--- config.mk ---
export PLATFORM = sky130hd
export DESIGN_NAME = adc_config_register_port
export DESIGN_NICKNAME = d
export VERILOG_FILES = /design/src/logic/cfg_pkg.sv /design/src/logic/cfg_if.sv /design/src/logic/adc_config_register_port.sv /design/src/logic/cfg_decode.sv
export SDC_FILE = /design/constraint.sdc
export NUM_CORES = 1
export LEC_CHECK = 0
export ABC_AREA = 0
export BUFFER_PORTS_ARGS = -buffer_cell sky130_fd_sc_hd__buf_2
export CAP_MARGIN = 20
export CORE_AREA = 2 2 39 41
export CTS_CLUSTER_DIAMETER = 200
export DETAILED_ROUTE_END_ITERATION = 16
export DIE_AREA = 0 0 41 43
export GPL_ROUTABILITY_DRIVEN = 0
export PLACE_DENSITY = 0.87
export SYNTH_ARGS = -nofsm -noshare
export SYNTH_HDL_FRONTEND = slang
export SYNTH_SLANG_ARGS = --single-unit
--- constraint.sdc ---
create_clock -name clk -period 2.2 [get_ports clk]
set_input_delay 0.11 -clock clk [delete_from_list [all_inputs] [get_ports clk]]
set_output_delay 0.11 -clock clk [all_outputs]
set_load 0.01 [all_outputs]
--- src/logic/cfg_pkg.sv ---
/*
  constants for the converter configuration register port: field layout,
  reset value, command codes and sample window lengths.
  assumes a single 20 MHz clock domain.
*/
package cfg_pkg;
  localparam int CFG_W = 8;
  localparam logic [7:0] CFG_RESET = 8'h10;
  localparam int CMD_HI = 7;
  localparam int CMD_LO = 5;
  localparam int TRIG_BIT = 4;
  localparam int BUSW_BIT = 3;
  localparam int CLAMP_BIT = 2;
  localparam int WIN_HI = 1;
  localparam int WIN_LO = 0;
  localparam logic [2:0] CMD_STANDBY = 3'h0;
  localparam logic [2:0] CMD_FULLCAL = 3'h1;
  localparam logic [2:0] CMD_AUTOZERO = 3'h2;
  localparam logic [2:0] CMD_IDLE = 3'h3;
  localparam logic [2:0] CMD_TEST_A = 3'h5;
  localparam logic [2:0] CMD_TEST_B = 3'h6;
  localparam logic [6:0] WIN_CLK_0 = 7'h09;
  localparam logic [6:0] WIN_CLK_1 = 7'h0f;
  localparam logic [6:0] WIN_CLK_2 = 7'h2f;
  localparam logic [6:0] WIN_CLK_3 = 7'h4f;
  typedef enum logic [2:0] {
    OP_STANDBY, OP_FULLCAL, OP_AUTOZERO, OP_IDLE, OP_START, OP_NONE
  } op_t;
endpackage
--- src/logic/cfg_if.sv ---
/*
  carries the register value to the decoder and the decoded fields back.
  assumes both ends share clk.
*/
interface cfg_if;
  import cfg_pkg::*;
  logic [7:0] cfg;
  op_t op;
  logic [6:0] window;
  modport src(output cfg, input op, input window);
  modport dec(input cfg, output op, output window);
endinterface

--- src/logic/adc_config_register_port.sv ---
/*
  write-only configuration register of the converter, with command decode,
  locked test mode entry, and read-side isolation of the register.
  assumes strobes synchronous to clk; resetn is the power-on reset.
*/
module adc_config_register_port
  import cfg_pkg::*;
(
  input wire logic clk, // 20 MHz clock
  input wire logic resetn, // async power-on reset, active low
  input wire logic cs_n, // chip select, active low
  input wire logic rd_n, // read strobe, active low
  input wire logic wr_n, // write strobe, active low
  input wire logic [7:0] wdata, // host write data
  output logic [7:0] config_value, // current register contents
  output op_t op, // decoded command
  output logic sync_trigger_mode, // trigger mode bit
  output logic bus_width_select, // bus width bit
  output logic unipolar_clamp, // clamp bit
  output logic [6:0] sample_window_length, // window clocks, async mode
  output logic test_mode, // latched test mode
  output logic write_seen // pulse: one cycle after a write was taken
);
  logic [7:0] cfg_r, cfg_nxt;
  logic test_r, test_nxt;
  logic ws_r, ws_nxt;
  logic wr_act, test_hit;
  cfg_if cif();

  assign cif.cfg = cfg_r;
  cfg_decode u_dec (.c(cif));

  // cs+rd+wr all low is not a write; it is the test entry strobe
  assign wr_act = !cs_n && !wr_n && rd_n;
  assign test_hit = !cs_n && !wr_n && !rd_n
    && (cfg_r[CMD_HI:CMD_LO] == CMD_TEST_A || cfg_r[CMD_HI:CMD_LO] == CMD_TEST_B);

  always_comb begin
    cfg_nxt = cfg_r;
    test_nxt = test_r || test_hit;
    ws_nxt = 1'h0;
    if (wr_act) begin
      cfg_nxt = wdata;
      ws_nxt = 1'h1;
    end
  end

  always_ff @(posedge clk or negedge resetn) begin
    if (!resetn) begin
      cfg_r <= CFG_RESET;
      test_r <= 1'h0;
      ws_r <= 1'h0;
    end else begin
      cfg_r <= cfg_nxt;
      test_r <= test_nxt;
      ws_r <= ws_nxt;
    end
  end

  // register is never routed to any read path; no data bus output exists
  assign config_value = cfg_r;
  assign op = cif.op;
  assign sync_trigger_mode = cfg_r[TRIG_BIT];
  assign bus_width_select = cfg_r[BUSW_BIT];
  assign unipolar_clamp = cfg_r[CLAMP_BIT];
  // window only meaningful in async mode; report zero otherwise
  assign sample_window_length = cfg_r[TRIG_BIT] ? 7'h00 : cif.window;
  assign test_mode = test_r;
  assign write_seen = ws_r;

  // bus side: every write lands, and nothing else moves the register
  AST_WRITE_LANDS: assert property (
    @(posedge clk) disable iff (!resetn)
    (!cs_n && !wr_n && rd_n)
    |=> (config_value == $past(wdata)))
    else $error("write not captured");
  AST_WRITE_PULSE: assert property (
    @(posedge clk) disable iff (!resetn)
    (!cs_n && !wr_n && rd_n)
    |=> write_seen)
    else $error("write pulse missing");
  AST_PULSE_ONLY_WRITE: assert property (
    @(posedge clk) disable iff (!resetn)
    !(!cs_n && !wr_n && rd_n)
    |=> !write_seen)
    else $error("write pulse without write");
  AST_HOLD_NO_WRITE: assert property (
    @(posedge clk) disable iff (!resetn)
    !(!cs_n && !wr_n && rd_n)
    |=> $stable(config_value))
    else $error("register changed without write");

  // read side: a read leaves no trace in the register or in the pulse
  AST_READ_NO_CHANGE: assert property (
    @(posedge clk) disable iff (!resetn)
    (!cs_n && !rd_n)
    |=> $stable(config_value))
    else $error("read disturbed register");
  AST_READ_NO_PULSE: assert property (
    @(posedge clk) disable iff (!resetn)
    (!cs_n && !rd_n)
    |=> !write_seen)
    else $error("read taken as write");

  // test entry needs both a reserved code and all three strobes low
  AST_TEST_ENTRY: assert property (
    @(posedge clk) disable iff (!resetn)
    (!cs_n && !rd_n && !wr_n && cfg_r[7:5] inside {3'h5, 3'h6})
    |=> test_mode)
    else $error("test mode not entered");
  AST_NO_FALSE_TEST: assert property (
    @(posedge clk) disable iff (!resetn)
    (!test_mode && !(!cs_n && !rd_n && !wr_n))
    |=> !test_mode)
    else $error("spurious test mode");
  AST_OTHER_CODES_NO_TEST: assert property (
    @(posedge clk) disable iff (!resetn)
    (!test_mode && !(cfg_r[7:5] inside {3'h5, 3'h6}))
    |=> !test_mode)
    else $error("test mode from plain code");
  AST_TEST_STICKY: assert property (
    @(posedge clk) disable iff (!resetn)
    test_mode
    |=> test_mode)
    else $error("test mode left");

  // field layout, held against the byte that was written
  AST_TRIG_FIELD: assert property (
    @(posedge clk) disable iff (!resetn)
    (!cs_n && !wr_n && rd_n)
    |=> (sync_trigger_mode == $past(wdata[4])))
    else $error("trigger bit misplaced");
  AST_FIELDS: assert property (
    @(posedge clk) disable iff (!resetn)
    (!cs_n && !wr_n && rd_n)
    |=> (bus_width_select == $past(wdata[3]))
    && (unipolar_clamp == $past(wdata[2])))
    else $error("field layout wrong");

  // command decode; every code maps to a defined operation
  AST_STANDBY_DECODE: assert property (
    @(posedge clk) disable iff (!resetn)
    cfg_r[7:5] == 3'h0
    |-> op == OP_STANDBY)
    else $error("standby decode wrong");
  AST_FULLCAL_DECODE: assert property (
    @(posedge clk) disable iff (!resetn)
    cfg_r[7:5] == 3'h1
    |-> op == OP_FULLCAL)
    else $error("calibration decode wrong");
  AST_AUTOZERO_DECODE: assert property (
    @(posedge clk) disable iff (!resetn)
    cfg_r[7:5] == 3'h2
    |-> op == OP_AUTOZERO)
    else $error("auto zero decode wrong");
  AST_IDLE_DECODE: assert property (
    @(posedge clk) disable iff (!resetn)
    cfg_r[7:5] == 3'h3
    |-> op == OP_IDLE)
    else $error("idle decode wrong");
  AST_START_DECODE: assert property (
    @(posedge clk) disable iff (!resetn)
    cfg_r[7]
    |-> op == OP_START)
    else $error("start decode wrong");
  AST_OP_DEFINED: assert property (
    @(posedge clk) disable iff (!resetn)
    op != OP_NONE)
    else $error("command left undecoded");
  AST_OP_HOLD: assert property (
    @(posedge clk) disable iff (!resetn)
    !(!cs_n && !wr_n && rd_n)
    |=> $stable(op))
    else $error("command changed without write");

  // sample window, async mode only; zero is reported in sync mode
  AST_WINDOW_9: assert property (
    @(posedge clk) disable iff (!resetn)
    (!cfg_r[4] && cfg_r[1:0] == 2'h0)
    |-> sample_window_length == 7'h09)
    else $error("window length wrong");
  AST_WINDOW_15: assert property (
    @(posedge clk) disable iff (!resetn)
    (!cfg_r[4] && cfg_r[1:0] == 2'h1)
    |-> sample_window_length == 7'h0f)
    else $error("window length wrong");
  AST_WINDOW: assert property (
    @(posedge clk) disable iff (!resetn)
    (!cfg_r[4] && cfg_r[1:0] == 2'h2)
    |-> sample_window_length == 7'h2f)
    else $error("window length wrong");
  AST_WINDOW_79: assert property (
    @(posedge clk) disable iff (!resetn)
    (!cfg_r[4] && cfg_r[1:0] == 2'h3)
    |-> sample_window_length == 7'h4f)
    else $error("window length wrong");
  AST_WINDOW_SYNC: assert property (
    @(posedge clk) disable iff (!resetn)
    cfg_r[4]
    |-> sample_window_length == 7'h00)
    else $error("window shown in sync mode");
  AST_WINDOW_HOLD: assert property (
    @(posedge clk) disable iff (!resetn)
    !(!cs_n && !wr_n && rd_n)
    |=> $stable(sample_window_length))
    else $error("window changed without write");

  COV_WRITE: cover property (@(posedge clk) disable iff (!resetn) write_seen);
  COV_READ: cover property (@(posedge clk) disable iff (!resetn) !cs_n && !rd_n && wr_n);
  COV_TEST: cover property (@(posedge clk) disable iff (!resetn) $rose(test_mode));
  COV_START: cover property (@(posedge clk) disable iff (!resetn) op == OP_START);
  COV_FULLCAL: cover property (@(posedge clk) disable iff (!resetn) op == OP_FULLCAL);
endmodule

--- src/logic/cfg_decode.sv ---
/*
  combinational decode of the command field and sample window field.
  assumes the register value is stable from flip-flops.
*/
module cfg_decode
  import cfg_pkg::*;
(
  cfg_if.dec c // decoded fields
);
  always_comb begin
    c.op = OP_NONE;
    if (c.cfg[CMD_HI]) begin
      c.op = OP_START;
    end else begin
      case (c.cfg[CMD_HI:CMD_LO])
        CMD_STANDBY: c.op = OP_STANDBY;
        CMD_FULLCAL: c.op = OP_FULLCAL;
        CMD_AUTOZERO: c.op = OP_AUTOZERO;
        CMD_IDLE: c.op = OP_IDLE;
        default: c.op = OP_NONE;
      endcase
    end
  end
  always_comb begin
    case (c.cfg[WIN_HI:WIN_LO])
      2'h0: c.window = WIN_CLK_0;
      2'h1: c.window = WIN_CLK_1;
      2'h2: c.window = WIN_CLK_2;
      default: c.window = WIN_CLK_3;
    endcase
  end
endmodule

# Word-level counts from Yosys, hierarchy flattened
# Index checks and enable logic that the tools add are counted.
[totals] register_bits=10 elab_cells=26 input_bits=13
[op_classes] n_reduce_logical=11 n_mux=5 eq_ne=7
[ops] operator="7-bit one-hot mux with 3 select lines" n=1
[ops] operator="3-bit one-hot mux with 4 select lines" n=1
[ops] operator="7-bit 2-to-1 mux" n=1
[ops] operator="3-bit by 2-bit equality test with 1-bit output, second input constant" n=2
[ops] operator="3-bit equality test, second input constant" n=2
[ops] operator="1-bit logical AND" n=4
[ops] operator="3-bit by 1-bit equality test with 1-bit output, second input constant" n=1
[ops] operator="1-bit logical NOT" n=3
[ops] operator="3-bit logical NOT" n=1
[ops] operator="3-bit 2-to-1 mux" n=1
[ops] operator="2-bit by 1-bit equality test with 1-bit output, second input constant" n=1
[ops] operator="2-bit equality test, second input constant" n=1
[ops] operator="2-bit logical NOT" n=1
[ops] operator="1-bit logical OR" n=2
[ops] operator="1-bit 2-to-1 mux" n=1

# Logic depth before layout (Yosys ltp)
[depth] word_depth=5 ltp_mapped=3 mapped_depth_nobuf=2

# Cells and area by module
# From an unflattened synthesis, not the netlist that was laid out.
[hier_totals] hier_cells=45 area_unflattened_um2=563.0
[modules_own_cells] mod="adc_config_register_port" area_per_inst_um2=486.7 instances=1 cells_per_inst=33 seq_area_each_um2=251.5
[modules_own_cells] mod="cfg_decode" area_per_inst_um2=76.3 instances=1 cells_per_inst=12 seq_area_each_um2=0.0

# Least setup slack after synthesis
# Ideal clock, no wire load.
[synth_path] path_type="reg2out" startpoint="register cfg_r[4] (netlist: config_value[4])" endpoint="output port sample_window_length[6]" t_required_ns=2.090 stages_incl_launch_ff=3 arrival_ns=0.849 slack_ns=1.241 path_cell_list="dfstp_2 > inv_1 > and3_1"
[synth_via] elab_chain_cells=1
[synth_lines] element="from (decl)" line_no="adc_config_register_port.sv:24" rtl="logic [7:0] cfg_r, cfg_nxt;"
[synth_lines] element="from (signal assigned)" line_no="adc_config_register_port.sv:54" rtl="cfg_r <= cfg_nxt;"
[synth_lines] element="7-bit 2-to-1 mux" line_no="adc_config_register_port.sv:67" rtl="assign sample_window_length = cfg_r[TRIG_BIT] ? 7'h00 : cif.window;"
[synth_lines] element="to (decl)" line_no="adc_config_register_port.sv:20" rtl="output logic [6:0] sample_window_length,"
# Every way passes these cells.

# Worst setup path after layout
# Ends and elaborated chain as after synthesis.

==> results by group <==
Floorplanning
  – Ports: 36
  – Core area: 1384 um2
  – Die area: 1763 um2
  – Initial Util: 0.3689
  – Chip height: 43 um
  – DIE WIDTH: 41 um
  – Core Rows: 14

STA
  – Clk_skew: 0.6439 ps
  – Final critical-path share of the clock period: 0.5747
  – RSZ-0062 raised after global routing: no
  – Final setup viols: 0
  – TNS Setup: 0 ps
  – Max Slew Vio Count: 0
  – F_max: 791.0 MHz
  – Final hold vios: 0
  – Post-route minimum period: 1264 ps

Clock tree
  – CTS H-Tree Depth: 1
  – Largest buffer count on any clock path: 2
  – Root Buffer: clkbuf_4
  – Skew-Pair Late Insertion Delay: 260 ps
  – CTS tree: built
  – Worst-path clk slew: 70 ps
  – TritonCTS Buffers: 3
  – CTS Sinks: 10

Min path
  – HP Class: primary input to flop

GRT
  – Pin count of the biggest net entering global routing: 11
  – Number of global-route vias before repair: 340
  – Initial antenna violation count: 0
  – Global-route wire length before repair: 1366 um
  – Remaining global-route overflow: 0
  – Gr usage total: 0.1161

Job
  – Max-cap viol count: 0

Placement
  – DP Cell Count: 81
  – HPWL Detailed: 751.5 um
  – Port-buffer cells: 34

Route
  – Routed WL: 930 um
  – WL/cell: 10.81 um
  – Drt first-iter violations: 3
  – Via count: 379
  – DRC Markers: 0
  – TritonRoute pass-1 iters: 4
  – Post-route ant nets: 0
  – Vias per cell: 4.407

Synth
  – Mapped Cells: 38
  – Seq/Total Area, Yosys: 0.4926
  – YS warnings: 0
  – Mapped Avg Cell Area: 13.43 um2
  – Distinct cell type count after synthesis: 16
  – Syn nets: 51
  – Mapped Area: 510.5 um2
  – Synth Register Bits: 10

Pwr
  – Maximum vdd drop: 0.4520 mV
  – Power per cell area: 915.2 nW/um2
  – Leak: 0.0003823 uW

Setup path
  – Setup CP Type: flop to output pin
  – Data arrival time of the critical path: 1150 ps
  – Crit-path max FO: 6
  – Endpoint class of the critical path: output pin
  – Critical path required time: 2090 ps
  – Setup crit start kind: flop

Layout
  – Non-Filler Instances: 86
  – Final nets: 84
  – Final antenna diode count: 0
  – Syn-to-layout area delta: 36.03%
  – Layout cells sized above 1: 0.7000

Outcome
  – Outcome: finished clean
-- critical path, cell delays in order (launching register included) --
cell     delay [ps]
dfstp_2         570
inv_1            60
and3_1          130
buf_2           130
-- state kept, by name, summed over array words and instances, names as in the netlist --
register and flops:
write_seen 1, config_value 8, test_mode 1
-- cell families after synthesis --
logic type             synth area share
multiplexers                     0.2353
AND/OR/NAND/NOR                  0.1079
flip-flops                       0.4927
AO/OA/AOI/OAI                   0.01471
other                          0.007346
XOR/XNOR                        0.01716
buffers and inverters            0.1250
-- power by group --
| group | leakage (uW) | internal [uW] | switching, uW |
|---|---|---|---|
| Sequential | 0.000117 | 224 | 34.9 |
| Clock | 0.0000210 | 100 | 64.3 |
| Combinational | 0.000244 | 117 | 95.2 |
| Total | 0.000382 | 441 | 194 |
-- cell type report --
cell class,instances,area (um2)
Multi-Input combinational cell,19,195.2
Fill cell,137,689.4
Clock buffer,4,36.28
Sequential cell,10,251.5
Inverter,1,3.754
Tap cell,16,20.02
Timing Repair Buffer,36,187.7
-- layer usage --
metal  vias up  GRT usage  part of all wire
li1        183          -                 -
met1       174     0.1414              0.41
met2        22     0.1688              0.49
met3         0    0.03141             0.092
met4         0    0.08000                 0
met5         -          0                 0
-- worst paths after layout --
check                      slack [ps]  depth (start not counted)                       to       startpoint
hold / removal                     70                          2          config_value[1]         wdata[1]
hold reg to reg                   460                          1                test_mode        test_mode
min in group asynchronous         230                          2          config_value[0]           resetn
max in group asynchronous        1720                          2          config_value[4]           resetn
setup / recovery                  940                          3  sample_window_length[6]  config_value[4]
setup reg to reg                 1290                          2                test_mode  config_value[7]
-- Yosys cell counts, drive strengths merged --
library cell / n / area, um2
dfrtp: 9 / 225.2
clkbuf: 1 / 3.750
dfstp: 1 / 26.28
conb: 1 / 3.750
nor2: 2 / 7.510
nor3b: 2 / 20.02
buf: 7 / 56.30
nor4b: 1 / 8.760
inv: 1 / 3.750
nor2b: 2 / 12.51
xor2: 1 / 8.760
a21o: 1 / 7.510
and3: 1 / 6.260
mux2: 8 / 120.1
-- placed cells by master, fill, tap and decap left out --
cell type and instances:
dlygate4sd3_1 1, nor4b_1 1, clkbuf_4 3, buf_4 1
nor3b_1 1, a21o_1 1, inv_1 1, dfrtp_1 9
and3_1 1, buf_2 34, mux2_4 8, dfstp_2 1
conb_1 1, nor2_1 2, xor2_1 1, clkbuf_8 1
nor3b_2 1, nor2b_1 2
-- timing repair --
| item | CTS | global route |
|---|---|---|
| hold buffers | 1 | 0 |
| setup buffers | 0 | 0 |
| setup endpoints to repair | 0 | 0 |
| gates resized for setup | 0 | 0 |
| hold endpoints to repair | 10 | 0 |
-- stage by stage --
step	power (uW)	utilization	setup slack [ps]	hold slack, ps	cell area, um2
after floorplan	404.6	-	1241	-185.6	510.5
after global placement	471.8	0.4684	1168	-31.15	648.1
after detailed placement	476.6	0.4684	1152	-22.67	648.1
after CTS	646.8	0.5018	917.7	65.20	694.4
after global routing	678.1	0.5018	854.7	68.97	694.4
final	635.5	0.5018	935.7	73.83	694.4
Power figures use the tool's default switching activity.
